--- src/rtl/tccb_defs.vh ---
`ifndef TCCB_DEFS_VH
`define TCCB_DEFS_VH

// channel count and data widths
`define TCCB_NCH 7
`define TCCB_TW 16

// edge_mode_bits encodings
`define TCCB_EDGE_NONE 2'h0
`define TCCB_EDGE_RISE 2'h1
`define TCCB_EDGE_FALL 2'h2
`define TCCB_EDGE_BOTH 2'h3

// input_select encodings (input_select_high, input_select_low)
`define TCCB_SEL_A 2'h0
`define TCCB_SEL_B 2'h1
`define TCCB_SEL_GND 2'h2
`define TCCB_SEL_VCC 2'h3

// latch_load_select encodings
`define TCCB_LOAD_IMM 2'h0
`define TCCB_LOAD_ZERO 2'h1
`define TCCB_LOAD_ZERO_TOP 2'h2
`define TCCB_LOAD_OWN 2'h3

// reset values
`define TCCB_CCR_RST 16'h0000
`define TCCB_LATCH_RST 16'h0000

`endif

--- src/rtl/tccb_capsel.v ---
`timescale 1ns/1ns
`include "tccb_defs.vh"

module tccb_capsel (
  // clock and reset
  input wire clk_i,
  input wire rst_n_i,
  // capture sources from pins
  input wire capture_input_a_i,
  input wire capture_input_b_i,
  // channel configuration
  input wire [1:0] input_select_i,
  input wire sync_capture_select_i,
  input wire [1:0] edge_mode_bits_i,
  // results
  output reg selected_input_level_o,
  output wire capture_edge_o
);

  // edge decode by mode, shared by both capture paths
  function edge_hit;
    input [1:0] mode;
    input new_lvl;
    input old_lvl;
    begin
      case (mode)
        `TCCB_EDGE_RISE: edge_hit = new_lvl & ~old_lvl;
        `TCCB_EDGE_FALL: edge_hit = ~new_lvl & old_lvl;
        `TCCB_EDGE_BOTH: edge_hit = new_lvl ^ old_lvl;
        default: edge_hit = 1'b0;
      endcase
    end
  endfunction

  reg [2:0] sa_q; // pin a synchroniser chain
  reg [2:0] sb_q; // pin b synchroniser chain
  reg fa_q; // filtered pin a level
  reg fb_q; // filtered pin b level
  reg sel2_q; // extra stage aligned to timer clock
  reg fa_d;
  reg fb_d;
  reg sel_d;

  // a pin change counts only once stages two and three agree
  always @* begin
    fa_d = (sa_q[2] == sa_q[1]) ? sa_q[1] : fa_q;
    fb_d = (sb_q[2] == sb_q[1]) ? sb_q[1] : fb_q;
    case (input_select_i)
      `TCCB_SEL_A: sel_d = fa_d;
      `TCCB_SEL_B: sel_d = fb_d;
      // fixed levels let software toggle the low select bit to force an edge
      `TCCB_SEL_GND: sel_d = 1'b0;
      default: sel_d = 1'b1;
    endcase
  end

  // synchronisers, filters and level registers
  always @(posedge clk_i or negedge rst_n_i) begin
    if (!rst_n_i) begin
      sa_q <= 3'h0;
      sb_q <= 3'h0;
      fa_q <= 1'b0;
      fb_q <= 1'b0;
      selected_input_level_o <= 1'b0;
      sel2_q <= 1'b0;
    end else begin
      sa_q <= {sa_q[1:0], capture_input_a_i};
      sb_q <= {sb_q[1:0], capture_input_b_i};
      fa_q <= fa_d;
      fb_q <= fb_d;
      selected_input_level_o <= sel_d;
      sel2_q <= selected_input_level_o;
    end
  end

  // synced path waits one timer clock so count and capture never race
  assign capture_edge_o = sync_capture_select_i ?
    edge_hit(edge_mode_bits_i, selected_input_level_o, sel2_q) :
    edge_hit(edge_mode_bits_i, sel_d, selected_input_level_o);

endmodule

--- src/rtl/tccb_cmp.v ---
`timescale 1ns/1ns
`include "tccb_defs.vh"

module tccb_cmp #(
  parameter IS_PERIOD = 0
) (
  // clock and reset
  input wire clk_i,
  input wire rst_n_i,
  // timer side
  input wire [15:0] timer_count_i,
  input wire count_moved_i,
  input wire zero_evt_i,
  input wire top_evt_i,
  // buffered compare data and load choice
  input wire [15:0] ccr_i,
  input wire [1:0] latch_load_select_i,
  // results
  output reg [15:0] compare_latch_o,
  output reg match_o,
  output wire equal_evt_o
);

  wire eq = (timer_count_i == compare_latch_o);
  wire ge = (timer_count_i >= compare_latch_o);
  reg load;

  // pick the transfer event into the latch
  always @* begin
    case (latch_load_select_i)
      `TCCB_LOAD_IMM: load = 1'b1;
      `TCCB_LOAD_ZERO: load = zero_evt_i;
      `TCCB_LOAD_ZERO_TOP: load = zero_evt_i | top_evt_i;
      `TCCB_LOAD_OWN: load = count_moved_i & eq;
      default: load = 1'b0;
    endcase
  end

  // only the latch is ever compared, never the software register
  always @(posedge clk_i or negedge rst_n_i) begin
    if (!rst_n_i) begin
      compare_latch_o <= `TCCB_LATCH_RST;
      match_o <= 1'b0;
    end else begin
      if (load) begin
        compare_latch_o <= ccr_i;
      end
      match_o <= (IS_PERIOD != 0) ? ge : eq;
    end
  end

  // flag event only when the count arrives, not while it sits stopped
  assign equal_evt_o = count_moved_i & eq;

endmodule

--- src/rtl/tccb_top.v ---
`timescale 1ns/1ns
`include "tccb_defs.vh"

module tccb_top (
  // clock and reset
  input wire clk_i,
  input wire reset_n_i,
  // shared timer counter
  input wire [15:0] timer_count_i,
  input wire timer_updown_i,
  // capture sources, one bit per channel
  input wire [6:0] capture_input_a_i,
  input wire [6:0] capture_input_b_i,
  // channel control word fields, one slice per channel, plus the global irq enable bit
  input wire [6:0] capture_select_i,
  input wire [13:0] edge_mode_bits_i,
  input wire [13:0] input_select_i,
  input wire [6:0] sync_capture_select_i,
  input wire [13:0] latch_load_select_i,
  input wire [6:0] block_irq_enable_i,
  input wire global_irq_enable_i,
  // software access to capture_compare_reg and flags
  input wire [6:0] ccr_wr_i,
  input wire [15:0] ccr_wdata_i,
  input wire [6:0] ccr_rd_i,
  input wire [6:0] flag_clr_i,
  input wire [6:0] overrun_clr_i,
  // channel state
  output wire [111:0] capture_compare_reg_o,
  output wire [6:0] block_event_flag_o,
  output wire [6:0] capture_overrun_flag_o,
  output wire [6:0] selected_input_level_o,
  // toward the output units
  output wire [6:0] match_pulse_o,
  output wire period_match_o,
  // interrupt requests
  output wire [6:0] irq_o
);

  // reset release through two flops; assertion stays asynchronous
  reg [1:0] rst_sync_q;
  wire rst_n;

  always @(posedge clk_i or negedge reset_n_i) begin
    if (!reset_n_i) begin
      rst_sync_q <= 2'h0;
    end else begin
      rst_sync_q <= {rst_sync_q[0], 1'b1};
    end
  end

  assign rst_n = rst_sync_q[1];

  // previous count, to see the timer arrive at a value
  reg [15:0] cnt_prev_q;
  wire count_moved;
  wire zero_evt;
  wire top_evt;
  wire [15:0] period_latch; // channel zero latch, the timer period

  always @(posedge clk_i or negedge rst_n) begin
    if (!rst_n) begin
      cnt_prev_q <= 16'h0000;
    end else begin
      cnt_prev_q <= timer_count_i;
    end
  end

  // a stopped timer produces no arrival events
  assign count_moved = (timer_count_i != cnt_prev_q);
  assign zero_evt = count_moved & (timer_count_i == 16'h0000);
  // the top turn only counts as a load point in up/down mode
  assign top_evt = count_moved & timer_updown_i & (timer_count_i == period_latch);

  // per-channel arrays
  reg [15:0] ccr_q [0:6]; // capture_compare_reg storage
  reg [6:0] flag_q; // block_event_flag
  reg [6:0] ovr_q; // capture_overrun_flag
  reg [6:0] unread_q; // captured value not yet read
  wire [6:0] cap_edge;
  wire [6:0] cmp_evt;
  wire [6:0] match;
  wire [15:0] latch [0:6];

  genvar i;
  generate
    for (i = 0; i < 7; i = i + 1) begin : g_ch

      // event gating by mode
      wire cap_evt;
      wire cmp_set;

      // input selection, synchronisation and edge detection
      tccb_capsel u_capsel (
        .clk_i(clk_i),
        .rst_n_i(rst_n),
        .capture_input_a_i(capture_input_a_i[i]),
        .capture_input_b_i(capture_input_b_i[i]),
        .input_select_i(input_select_i[2*i+1:2*i]),
        .sync_capture_select_i(sync_capture_select_i[i]),
        .edge_mode_bits_i(edge_mode_bits_i[2*i+1:2*i]),
        .selected_input_level_o(selected_input_level_o[i]),
        .capture_edge_o(cap_edge[i])
      );

      // compare latch and match logic; channel zero compares >=
      tccb_cmp #(
        .IS_PERIOD(i == 0 ? 1 : 0)
      ) u_cmp (
        .clk_i(clk_i),
        .rst_n_i(rst_n),
        .timer_count_i(timer_count_i),
        .count_moved_i(count_moved),
        .zero_evt_i(zero_evt),
        .top_evt_i(top_evt),
        .ccr_i(ccr_q[i]),
        .latch_load_select_i(latch_load_select_i[2*i+1:2*i]),
        .compare_latch_o(latch[i]),
        .match_o(match[i]),
        .equal_evt_o(cmp_evt[i])
      );

      // capture only in capture mode; compare events only in compare mode
      assign cap_evt = capture_select_i[i] & cap_edge[i];
      assign cmp_set = ~capture_select_i[i] & cmp_evt[i];

      // software write and capture share the register; capture wins
      always @(posedge clk_i or negedge rst_n) begin
        if (!rst_n) begin
          ccr_q[i] <= `TCCB_CCR_RST;
        end else if (cap_evt) begin
          ccr_q[i] <= timer_count_i;
        end else if (ccr_wr_i[i]) begin
          ccr_q[i] <= ccr_wdata_i;
        end
      end

      // event flag: set on capture or compare; set beats clear
      always @(posedge clk_i or negedge rst_n) begin
        if (!rst_n) begin
          flag_q[i] <= 1'b0;
        end else if (cap_evt | cmp_set) begin
          flag_q[i] <= 1'b1;
        end else if (flag_clr_i[i]) begin
          flag_q[i] <= 1'b0;
        end
      end

      // unread tracker, only alive in capture mode
      always @(posedge clk_i or negedge rst_n) begin
        if (!rst_n) begin
          unread_q[i] <= 1'b0;
        end else if (cap_evt) begin
          unread_q[i] <= 1'b1;
        end else if (ccr_rd_i[i] | ~capture_select_i[i]) begin
          unread_q[i] <= 1'b0;
        end
      end

      // overrun: second capture before a read; only software clears it
      always @(posedge clk_i or negedge rst_n) begin
        if (!rst_n) begin
          ovr_q[i] <= 1'b0;
        end else if (cap_evt & unread_q[i] & ~ccr_rd_i[i]) begin
          ovr_q[i] <= 1'b1;
        end else if (overrun_clr_i[i]) begin
          ovr_q[i] <= 1'b0;
        end
      end

      // a read in the capture cycle consumes the old value, so no overrun

      assign capture_compare_reg_o[16*i+15:16*i] = ccr_q[i];
      // both enables gate the request; the flag is set regardless
      assign irq_o[i] = flag_q[i] & block_irq_enable_i[i] & global_irq_enable_i;
      assign match_pulse_o[i] = match[i];
    end
  endgenerate

  // software capture: toggling low select with vcc/gnd makes an edge
  // that the both-edge mode turns into exactly one capture
  // stop/restart order of capture versus timer is left to software

  assign period_latch = latch[0];
  assign period_match_o = match[0];
  assign block_event_flag_o = flag_q;
  assign capture_overrun_flag_o = ovr_q;

endmodule

--- config.mk ---
export PLATFORM = sky130hd
export DESIGN_NAME = tccb_top
export DESIGN_NICKNAME = d
export VERILOG_FILES = /design/src/rtl/tccb_capsel.v /design/src/rtl/tccb_cmp.v /design/src/rtl/tccb_top.v
export VERILOG_INCLUDE_DIRS = /design/src /design/src/rtl
export SDC_FILE = /design/constraint.sdc
export NUM_CORES = 1
export LEC_CHECK = 0
export ABC_AREA = 1
export BUFFER_PORTS_ARGS = -buffer_cell sky130_fd_sc_hd__buf_2
export CAP_MARGIN = 20
export CORE_MARGIN = 1.5
export CORE_UTILIZATION = 55
export DETAILED_ROUTE_END_ITERATION = 8
export HOLD_SLACK_MARGIN = 0.15
export PLACE_DENSITY = 0.86
export SLEW_MARGIN = 15
export SYNTH_ARGS = -nofsm -noshare
export SYNTH_HDL_FRONTEND = slang
export SYNTH_SLANG_ARGS = --single-unit
--- constraint.sdc ---
create_clock -name clk_i -period 13.5 [get_ports clk_i]
set_input_delay 4.05 -clock clk_i [delete_from_list [all_inputs] [get_ports clk_i]]
set_output_delay 4.05 -clock clk_i [all_outputs]
set_load 0.005 [all_outputs]
==> Word-level counts from Yosys, hierarchy flattened <==
Cells that the tools add are included.
{ "op_classes": {"muxes": 105, "n_eq_ne": 78, "div": 0, "magnitude_cmp": 1, "multipliers": 0, "n_bitwise": 144, "shifts": 0, "n_reduce_logical": 43, "add_sub_neg": 0} }
{ "ops": {"columns": ["operator", "n"], "rows": [
  ["two-way mux 16 bit", 14],
  ["== test 16 bit", 7],
  ["AND 1 bit", 80],
  ["== test 2 bit (second input constant)", 35],
  ["two-way mux 1 bit", 63],
  ["one-hot mux 1 bit (3 select lines)", 21],
  ["nonzero test 2 bit", 28],
  ["== test 2 x 1 -> 1 bit (second input constant)", 21],
  ["NOT 1 bit", 35],
  ["logical NOT 2 bit", 14],
  ["one-hot mux 1 bit (4 select lines)", 7],
  ["greater-or-equal comparator 16 bit", 1],
  ["logical NOT 16 bit", 1],
  ["!= test 16 bit", 1],
  ["bitwise OR 1 bit", 15],
  ["== test 1 bit", 14],
  ["XOR 1 bit", 14]
]} }
{ "word_totals": {"word_cells": 457, "output_inout_bits": 148, "latch_bits": 0, "rom_bits": 0, "memories": 0, "input_bits": 141, "register_bits": 340, "ram_bits": 0} }

==> Longest topological paths before layout <==
Gate-level depths: netlist of run 1.
{ "depth": {"word_depth": 11, "ltp_mapped": 16, "depth_no_buf": 13} }

==> Modules after synthesis <==
A second synthesis of run 1 with hierarchy kept.
{ "hier_totals": {"hier_cells": 2193, "hier_area_um2": 18390.1} }
{ "modules_own_cells": {"columns": ["module", "area_per_inst_um2", "cells_each", "seq_area_each_um2", "n_inst"], "rows": [
  ["tccb_top", 7592.3, 768, 3778.6, 1],
  ["tccb_cmp (g_ch[1].u_cmp ...)", 1057.3, 153, 425.4, 6],
  ["tccb_capsel", 462.9, 52, 250.2, 7],
  ["tccb_cmp (g_ch[0].u_cmp)", 1213.7, 143, 425.4, 1]
]} }

==> Least setup slack after synthesis of run 1 <==
No wires, ideal clock.
{ "synth_path": {"path_type": "in2out", "start": "in global_irq_enable_i", "end": "out irq_o[0]", "t_required_ps": 9450, "arrival_ps": 4191, "setup_slack_ps": 5259, "n_path_buf": 0, "path_stages": 2, "path_cell_list": "inv_1 -> nor2_1"} }
{ "synth_via": {"elab_chain_cells": 1} }
{ "synth_rtl": {"columns": ["element", "line", "source"], "rows": [
  ["from (decl)", "tccb_top.v:21", "input wire global_irq_enable_i,"],
  ["AND 1 bit", "tccb_top.v:175", "assign irq_o[i] = flag_q[i] & block_irq_enable_i[i] & global_irq_enable_i;"],
  ["to (decl)", "tccb_top.v:37", "output wire [6:0] irq_o"]
]} }
No other way between the ends.

==> Final worst setup path of run 1 <==
{ "layout_path": {"start": "in global_irq_enable_i", "end": "out irq_o[1]"} }
Same word-level chain as after synthesis.

==> results of run 1 <==
-- per-stage QoR --
stage,cells,hold slack (ns),area (µm²)
2_1_floorplan,1907,0.331,17200
3_3_place_gp,2483,0.312,18400
3_5_place_dp,2483,0.323,18400
4_1_cts,2550,0.327,19700
5_1_grt,2550,0.352,19700
6_report,2551,0.304,19700
-- worst max-delay path, cell delays in order --
cell    delay, ns
buf_2        0.37
inv_1        0.14
nor2_1       0.12
buf_2        0.11
-- cell families (layout without fill, tap and decap cells) --
group / Yosys count / in the layout / share of synthesized area [%]
AO/OA/AOI/OAI: 161 / 161 / 6.80
adder cells (fa/ha/maj): 58 / 58 / 4.02
flip-flops: 340 / 340 / 49.5
other: 1 / 2 / 0.0218
XOR/XNOR: 65 / 65 / 3.31
buffers and inverters: 280 / 527 / 8.24
AND/OR/NAND/NOR: 1002 / 1002 / 28.1
-- layout make-up --
type	count	area, µm²	share of cell area [%]
clock inverters	18	269	1.36
inverters	162	629	3.19
diodes	1	2.50	0.0127
multi-input cells	1287	7260	36.8
flip-flops and latches	340	8510	43.2
well taps	396	495	2.51
repair buffers	298	1530	7.75
clock buffers	49	1030	5.23
-- power breakdown --
part	switching, W	total [W]	internal (W)
logic	0.000314	0.000520	0.000205
clock network	0.000422	0.00108	0.000656
registers	0.000112	0.00126	0.00115
-- metal layers --
layer	vias to the layer above	GRT usage [%]	share of wire [%]
li1	6749	-	-
met1	7131	42.4	36
met2	911	50.2	43
met3	233	9.24	13
met4	2	22.4	7.9
met5	-	0	0.030
-- cells in the mapped netlist (all sizes together) --
master	n	area, µm²
nand2	511	2170
nand3	401	2260
dfrtp	340	8510
inv	161	624
o211ai	113	848
buf	82	652
nor2	80	322
xnor2	64	561
ha	44	551
clkbuf	36	135
o21ai	17	85.1
maj3	14	140
a21oi	7	35.0
o2111ai	7	61.3
o21a	7	52.6
o221ai	7	61.3
nand4	5	31.3
nor3	3	20.0
a21boi	1	7.51
clkinv	1	5.00
conb	1	3.75
o211a	1	10.0
o21bai	1	7.51
or2	1	8.76
or4	1	7.51
xor2	1	8.76
-- sequential cells by signal, summed over array words and instances, names as in the netlist --
signal                                cells
capture_compare_reg_o                   112
g_ch.u_cmp.compare_latch_o              112
g_ch.u_capsel.sa_q                       21
g_ch.u_capsel.sb_q                       21
cnt_prev_q                               16
block_event_flag_o                        7
capture_overrun_flag_o                    7
g_ch.u_capsel.fa_q                        7
g_ch.u_capsel.fb_q                        7
g_ch.u_capsel.sel2_q                      7
g_ch.u_capsel.selected_input_level_o      7
g_ch.u_cmp.match_o                        7
unread_q                                  7
rst_sync_q                                2
-- worst min path at each step --
stage                                   startpoint                       end  depth (start not counted)
after floorplan           g_ch[0].u_capsel.sa_q[0]  g_ch[0].u_capsel.sa_q[1]                          0
after global placement               rst_sync_q[1]     g_ch[0].u_capsel.fa_q                          0
after detailed placement             rst_sync_q[1]     g_ch[0].u_capsel.fa_q                          0
after CTS                            rst_sync_q[1]  capture_compare_reg_o[9]                          0
after global routing                 rst_sync_q[1]  capture_compare_reg_o[9]                          0
final                                rst_sync_q[1]  capture_compare_reg_o[9]                          0
==> run_results.csv, run 1 <==
group,metric,value,unit
route,route.detailed.drc,0,
synth,syn_area_per_cell,9.01,µm²
status,status,"finished clean",
power,leakage,9.88,nW
synth,netlist_instances,1907,
layout,final_layout_size_suffix_gt1_share,22.7,%
layout,final_util,64.3,%
clock_network,htreeDepth,2,
sta,relSlewSlack,38.1,%
synth,syn-cell-area,17200,µm²
route,wl,53900,µm
layout,final_common_cell,"nand2_1",
placed_design,globalplace.congestion,0.923,
placed_design,numPortBuffers,288,
setup_path,crit_path_end,"irq_o[1]",
clock_network,cts_resized,0,
global_routing,grtUsageTotal,33.4,%
hold_path,hold_path_class,"register to async pin",
synth,yosys_warnings,0,
setup_path,cp-end-kind,"primary output",
route,ant_nets,0,
setup_path,critPathLaunch,"global_irq_enable_i",
sta,rsz0062_at_grt,"no",
route,drtIter0Drc,1525,
sta,fmax,113,MHz
synth,synth_cell_types,40,
clock_network,worst_setup_hold_path_clk_slew,0.06,ns
global_routing,grt_pass1_wl,83100,µm
layout,layout_common_cells,"432 x nand2_1, 372 x nand3_1, 339 x dfrtp_1",
clock_network,tritoncts,"done",
sta,layout_min_cycle_time,8.86,ns
setup_path,path_max_fanout,6,
layout,areaGrowthSynthToFinish,14.8,%
floorplan,start_util,56.0,%
synth,yosysSeqAreaShare,49.5,%
sta,clock_skew,0.0185,ns
sta,worst_slack,4.64,ns
clock_network,cts_made_buffers,37,
synth,synth-seq-cells,340,
power,power.density,145,nW/µm²
layout,nets,2311,
global_routing,grt_pass1_vias,14692,
global_routing,antenna_found_initial,1,
power,power,0.00286,W
placed_design,place_ws,4.61,ns
clock_network,insertion_delay,0.54,ns
sta,finalCritPeriodShare,65.6,%
sta,timing_hold_violations_final,0,
sta,tightest_slew,0.929,ns
floorplan,rows,64,
setup_path,crit_required,9.45,ns
synth,syn_nets,2092,
sta,fin_tns_setup,0,ns
global_routing,grt_overflow_total,0,
floorplan,die-area,32300,µm²
route,vias_per_cell,5.89,
layout,fill_cells,2468,
floorplan,fp.dieH,180,µm
setup_path,cp.arrival,4.81,ns
clock_network,root_buffer,"clkbuf_16",
setup_path,worstReg2RegStart,"g_ch[5].u_capsel.sb_q[1]",
clock_network,clock_sinks,340,
floorplan,chipWidth,180,µm
setup_path,critical_path_class,"input pin to primary output",
placed_design,dp_hpwl,35100,µm
setup_path,regToRegEndpoint,"capture_compare_reg_o[80]",
clock_network,cts_setup_buffers,0,
setup_path,cp-start-kind,"input pin",
floorplan,io-pin-count,289,
sta,setup_violations,0,
clock_network,cts_hold_buffers,0,
global_routing,grt_max_degree,168,
setup_path,rrSetupSlack,10.45,ns
setup_path,r2r_cells,10,
job,drv_cap,0,
route,via_count,15026,
power,ir_worst_vdd,81.5,µV
route,wl_per_cell,21.1,µm
clock_network,clk_path_buf_depth,3,
route,first_pass_iters,6,
floorplan,coreArea,30700,µm²
sta,slew_viol_final,0,
Note: power is estimated with default switching activity, not from simulation.
==> inputs of run 2 (changes only) <==
Settings changed: ABC_AREA 1 to 0, PLACE_DENSITY 0.86 to 0.87.
Clock period 13.5 ns to 9.3 ns, I/O delays scaled along.
==> run_results.csv, run 2 <==
group,metric,value,unit
status,status,"finished clean",
synth,yosys-top-cells-area,"dfrtp_1 54%, mux2i_1 7.6%, mux2_2 6.9%",
synth,yosys_warnings,0,
layout,layout_common_cells,"339 x dfrtp_1, 288 x buf_2, 129 x a21oi_1",
sta,tightest_slew,1.11,ns
clock_network,root_buffer,"clkbuf_16",
sta,rsz0062_at_grt,"no",
setup_path,worstReg2RegStart,"g_ch[0].u_cmp.compare_latch_o[11]",
placed_design,globalplace.congestion,0.810,
global_routing,grt_overflow_total,0,
clock_network,tritoncts,"done",
floorplan,start_util,55.6,%
layout,areaGrowthSynthToFinish,16.8,%
setup_path,rrSetupSlack,5.89,ns
route,wl_per_cell,21.8,µm
floorplan,coreArea,28500,µm²
placed_design,dp_hpwl,28600,µm
floorplan,die-area,29900,µm²
route,route.detailed.drc,0,
floorplan,fp.dieH,173,µm
layout,final_common_cell,"dfrtp_1",
clock_network,htreeDepth,2,
clock_network,cts_setup_buffers,0,
sta,timing_hold_violations_final,0,
route,via_count,11131,
global_routing,grtUsageTotal,28.9,%
synth,netlist_instances,1322,
power,power.density,231,nW/µm²
synth,yosys-top-cells-count,"340 x dfrtp_1, 129 x a21oi_1, 120 x mux2i_1",
clock_network,worst_setup_hold_path_clk_slew,0.06,ns
floorplan,rows,62,
synth,syn_nets,1507,
placed_design,numPortBuffers,288,
hold_path,hold_path_class,"register to register",
setup_path,cp-start-kind,"input pin",
setup_path,crit_path_end,"irq_o[4]",
power,leakage,8.66,nW
global_routing,antenna_found_initial,2,
clock_network,clock_sinks,340,
layout,fin_area,18500,µm²
power,ir_worst_vdd,183,µV
global_routing,grt_max_degree,191,
synth,synth-seq-cells,340,
clock_network,clk_path_buf_depth,3,
setup_path,r2r_cells,8,
route,vias_per_cell,5.64,
sta,fin_tns_setup,0,ns
synth,synthFlopType,"dfrtp_1",
clock_network,insertion_delay,0.51,ns
sta,setup_violations,0,
layout,fill_cells,2244,
setup_path,regToRegEndpoint,"g_ch[6].u_cmp.compare_latch_o[5]",
floorplan,chipWidth,173,µm
sta,finalCritPeriodShare,66.7,%
synth,synth_cell_types,42,
setup_path,crit_required,6.51,ns
clock_network,cts_resized,0,
sta,slew_viol_final,0,
global_routing,grt_pass1_wl,65500,µm
setup_path,critPathLaunch,"global_irq_enable_i",
setup_path,cp-end-kind,"primary output",
setup_path,cp.arrival,3.41,ns
synth,syn_area_per_cell,12.0,µm²
sta,holdWs,0.344,ns
floorplan,io-pin-count,289,
route,ant_nets,0,
placed_design,placed_area,17300,µm²
setup_path,critical_path_class,"input pin to primary output",
synth,yosysSeqAreaShare,53.6,%
layout,nets,1743,
job,drv_cap,0,
route,drtIter0Drc,898,
synth,syn-cell-area,15900,µm²
synth,synth_edf_count,0,
sta,relSlewSlack,25.8,%
setup_path,path_max_fanout,7,
sta,layout_min_cycle_time,6.20,ns
sta,fmax,161,MHz
synth,synth_top_area_share,53.6,%
synth,synth.largest_area_cell,"dfrtp_1",
sta,clock_skew,0.00990,ns
synth,yosysMostFrequentCell,"dfrtp_1",
layout,final_layout_size_suffix_gt1_share,31.1,%
route,wl,43000,µm
global_routing,grt_pass1_vias,11249,
clock_network,cts_hold_buffers,0,
clock_network,cts_made_buffers,37,
synth,async_flop_share,100,%
route,first_pass_iters,5,
run 2: changes by cell type in the layout (fill, tap and decap cells not counted), moves of 18 or more:
cell,before,now
nand3_1,372,0
inv_1,147,67
o211ai_1,113,0
nor2_1,77,115
xnor2_1,64,96
nand2b_1,0,18
a21oi_1,7,129
nand4_1,5,29
mux2_2,0,98
nand2_1,432,8
nand2_2,70,0
mux2i_1,0,120
run 2: metrics by stage:
step,cells,setup slack [ns],utilization [%],total power [W]
floorplan,1322,3.55,-,0.00246
global placement,1902,3.11,60.4,0.00273
detailed placement,1903,3.09,60.4,0.00278
CTS,1970,3.09,64.9,0.00431
global route,1972,3.07,65.0,0.00447
finish,1972,3.10,65.0,0.00429
run 2: how the worst min path moves through the flow:
stage | startpoint | to | cells past startpoint
6_report | g_ch[3].u_capsel.sb_q[0] | g_ch[3].u_capsel.sb_q[1] | 0
5_1_grt | g_ch[0].u_capsel.sb_q[0] | g_ch[0].u_capsel.sb_q[1] | 0
4_1_cts | g_ch[3].u_capsel.sb_q[0] | g_ch[3].u_capsel.sb_q[1] | 0
3_5_place_dp | g_ch[6].u_capsel.sa_q[0] | g_ch[6].u_capsel.sa_q[1] | 0
3_3_place_gp | g_ch[0].u_capsel.sa_q[0] | g_ch[0].u_capsel.sa_q[1] | 0
2_1_floorplan | rst_sync_q[0] | rst_sync_q[1] | 0
run 2: final cells by class:
class	count	area (µm²)	area share, %
diodes	2	5.00	0.0270
flip-flops and latches	340	8510	45.9
repair buffers	294	1510	8.12
inverters	67	251	1.36
clock inverters	12	173	0.931
multi-input cells	818	6510	35.1
clock buffers	55	1110	5.96
well taps	384	480	2.59
run 2: cell families (layout without fill, tap and decap cells):
| kind of cell | count (synthesis) | after routing | synth area share, % |
|---|---|---|---|
| AND/OR/NAND/NOR | 214 | 214 | 6.90 |
| XOR/XNOR | 112 | 112 | 6.18 |
| multiplexers | 239 | 239 | 16.7 |
| other | 1 | 3 | 0.0236 |
| buffers and inverters | 164 | 428 | 5.48 |
| flip-flops | 340 | 340 | 53.6 |
| AO/OA/AOI/OAI | 194 | 194 | 6.74 |
| adder cells (fa/ha/maj) | 58 | 58 | 4.35 |
run 2: metal layers:
| layer | GRT usage (%) | vias up | part of all wire, % |
|---|---|---|---|
| li1 | - | 4988 | - |
| met1 | 39.6 | 5556 | 42 |
| met2 | 44.9 | 481 | 46 |
| met3 | 5.83 | 106 | 7.7 |
| met4 | 12.9 | 0 | 4.6 |
| met5 | 0 | - | 0 |
run 2: critical path, cell delays in order:
cell and delay, ns:
buf_2 0.30, and3_1 0.21, buf_2 0.11
run 2: where the power goes:
group / total [W] / switching [W] / leakage, nW / internal [W]
sequential: 0.00193 / 0.000193 / 3.97 / 0.00174
combinational: 0.000833 / 0.000410 / 4.06 / 0.000423
clock: 0.00152 / 0.000587 / 0.623 / 0.000937
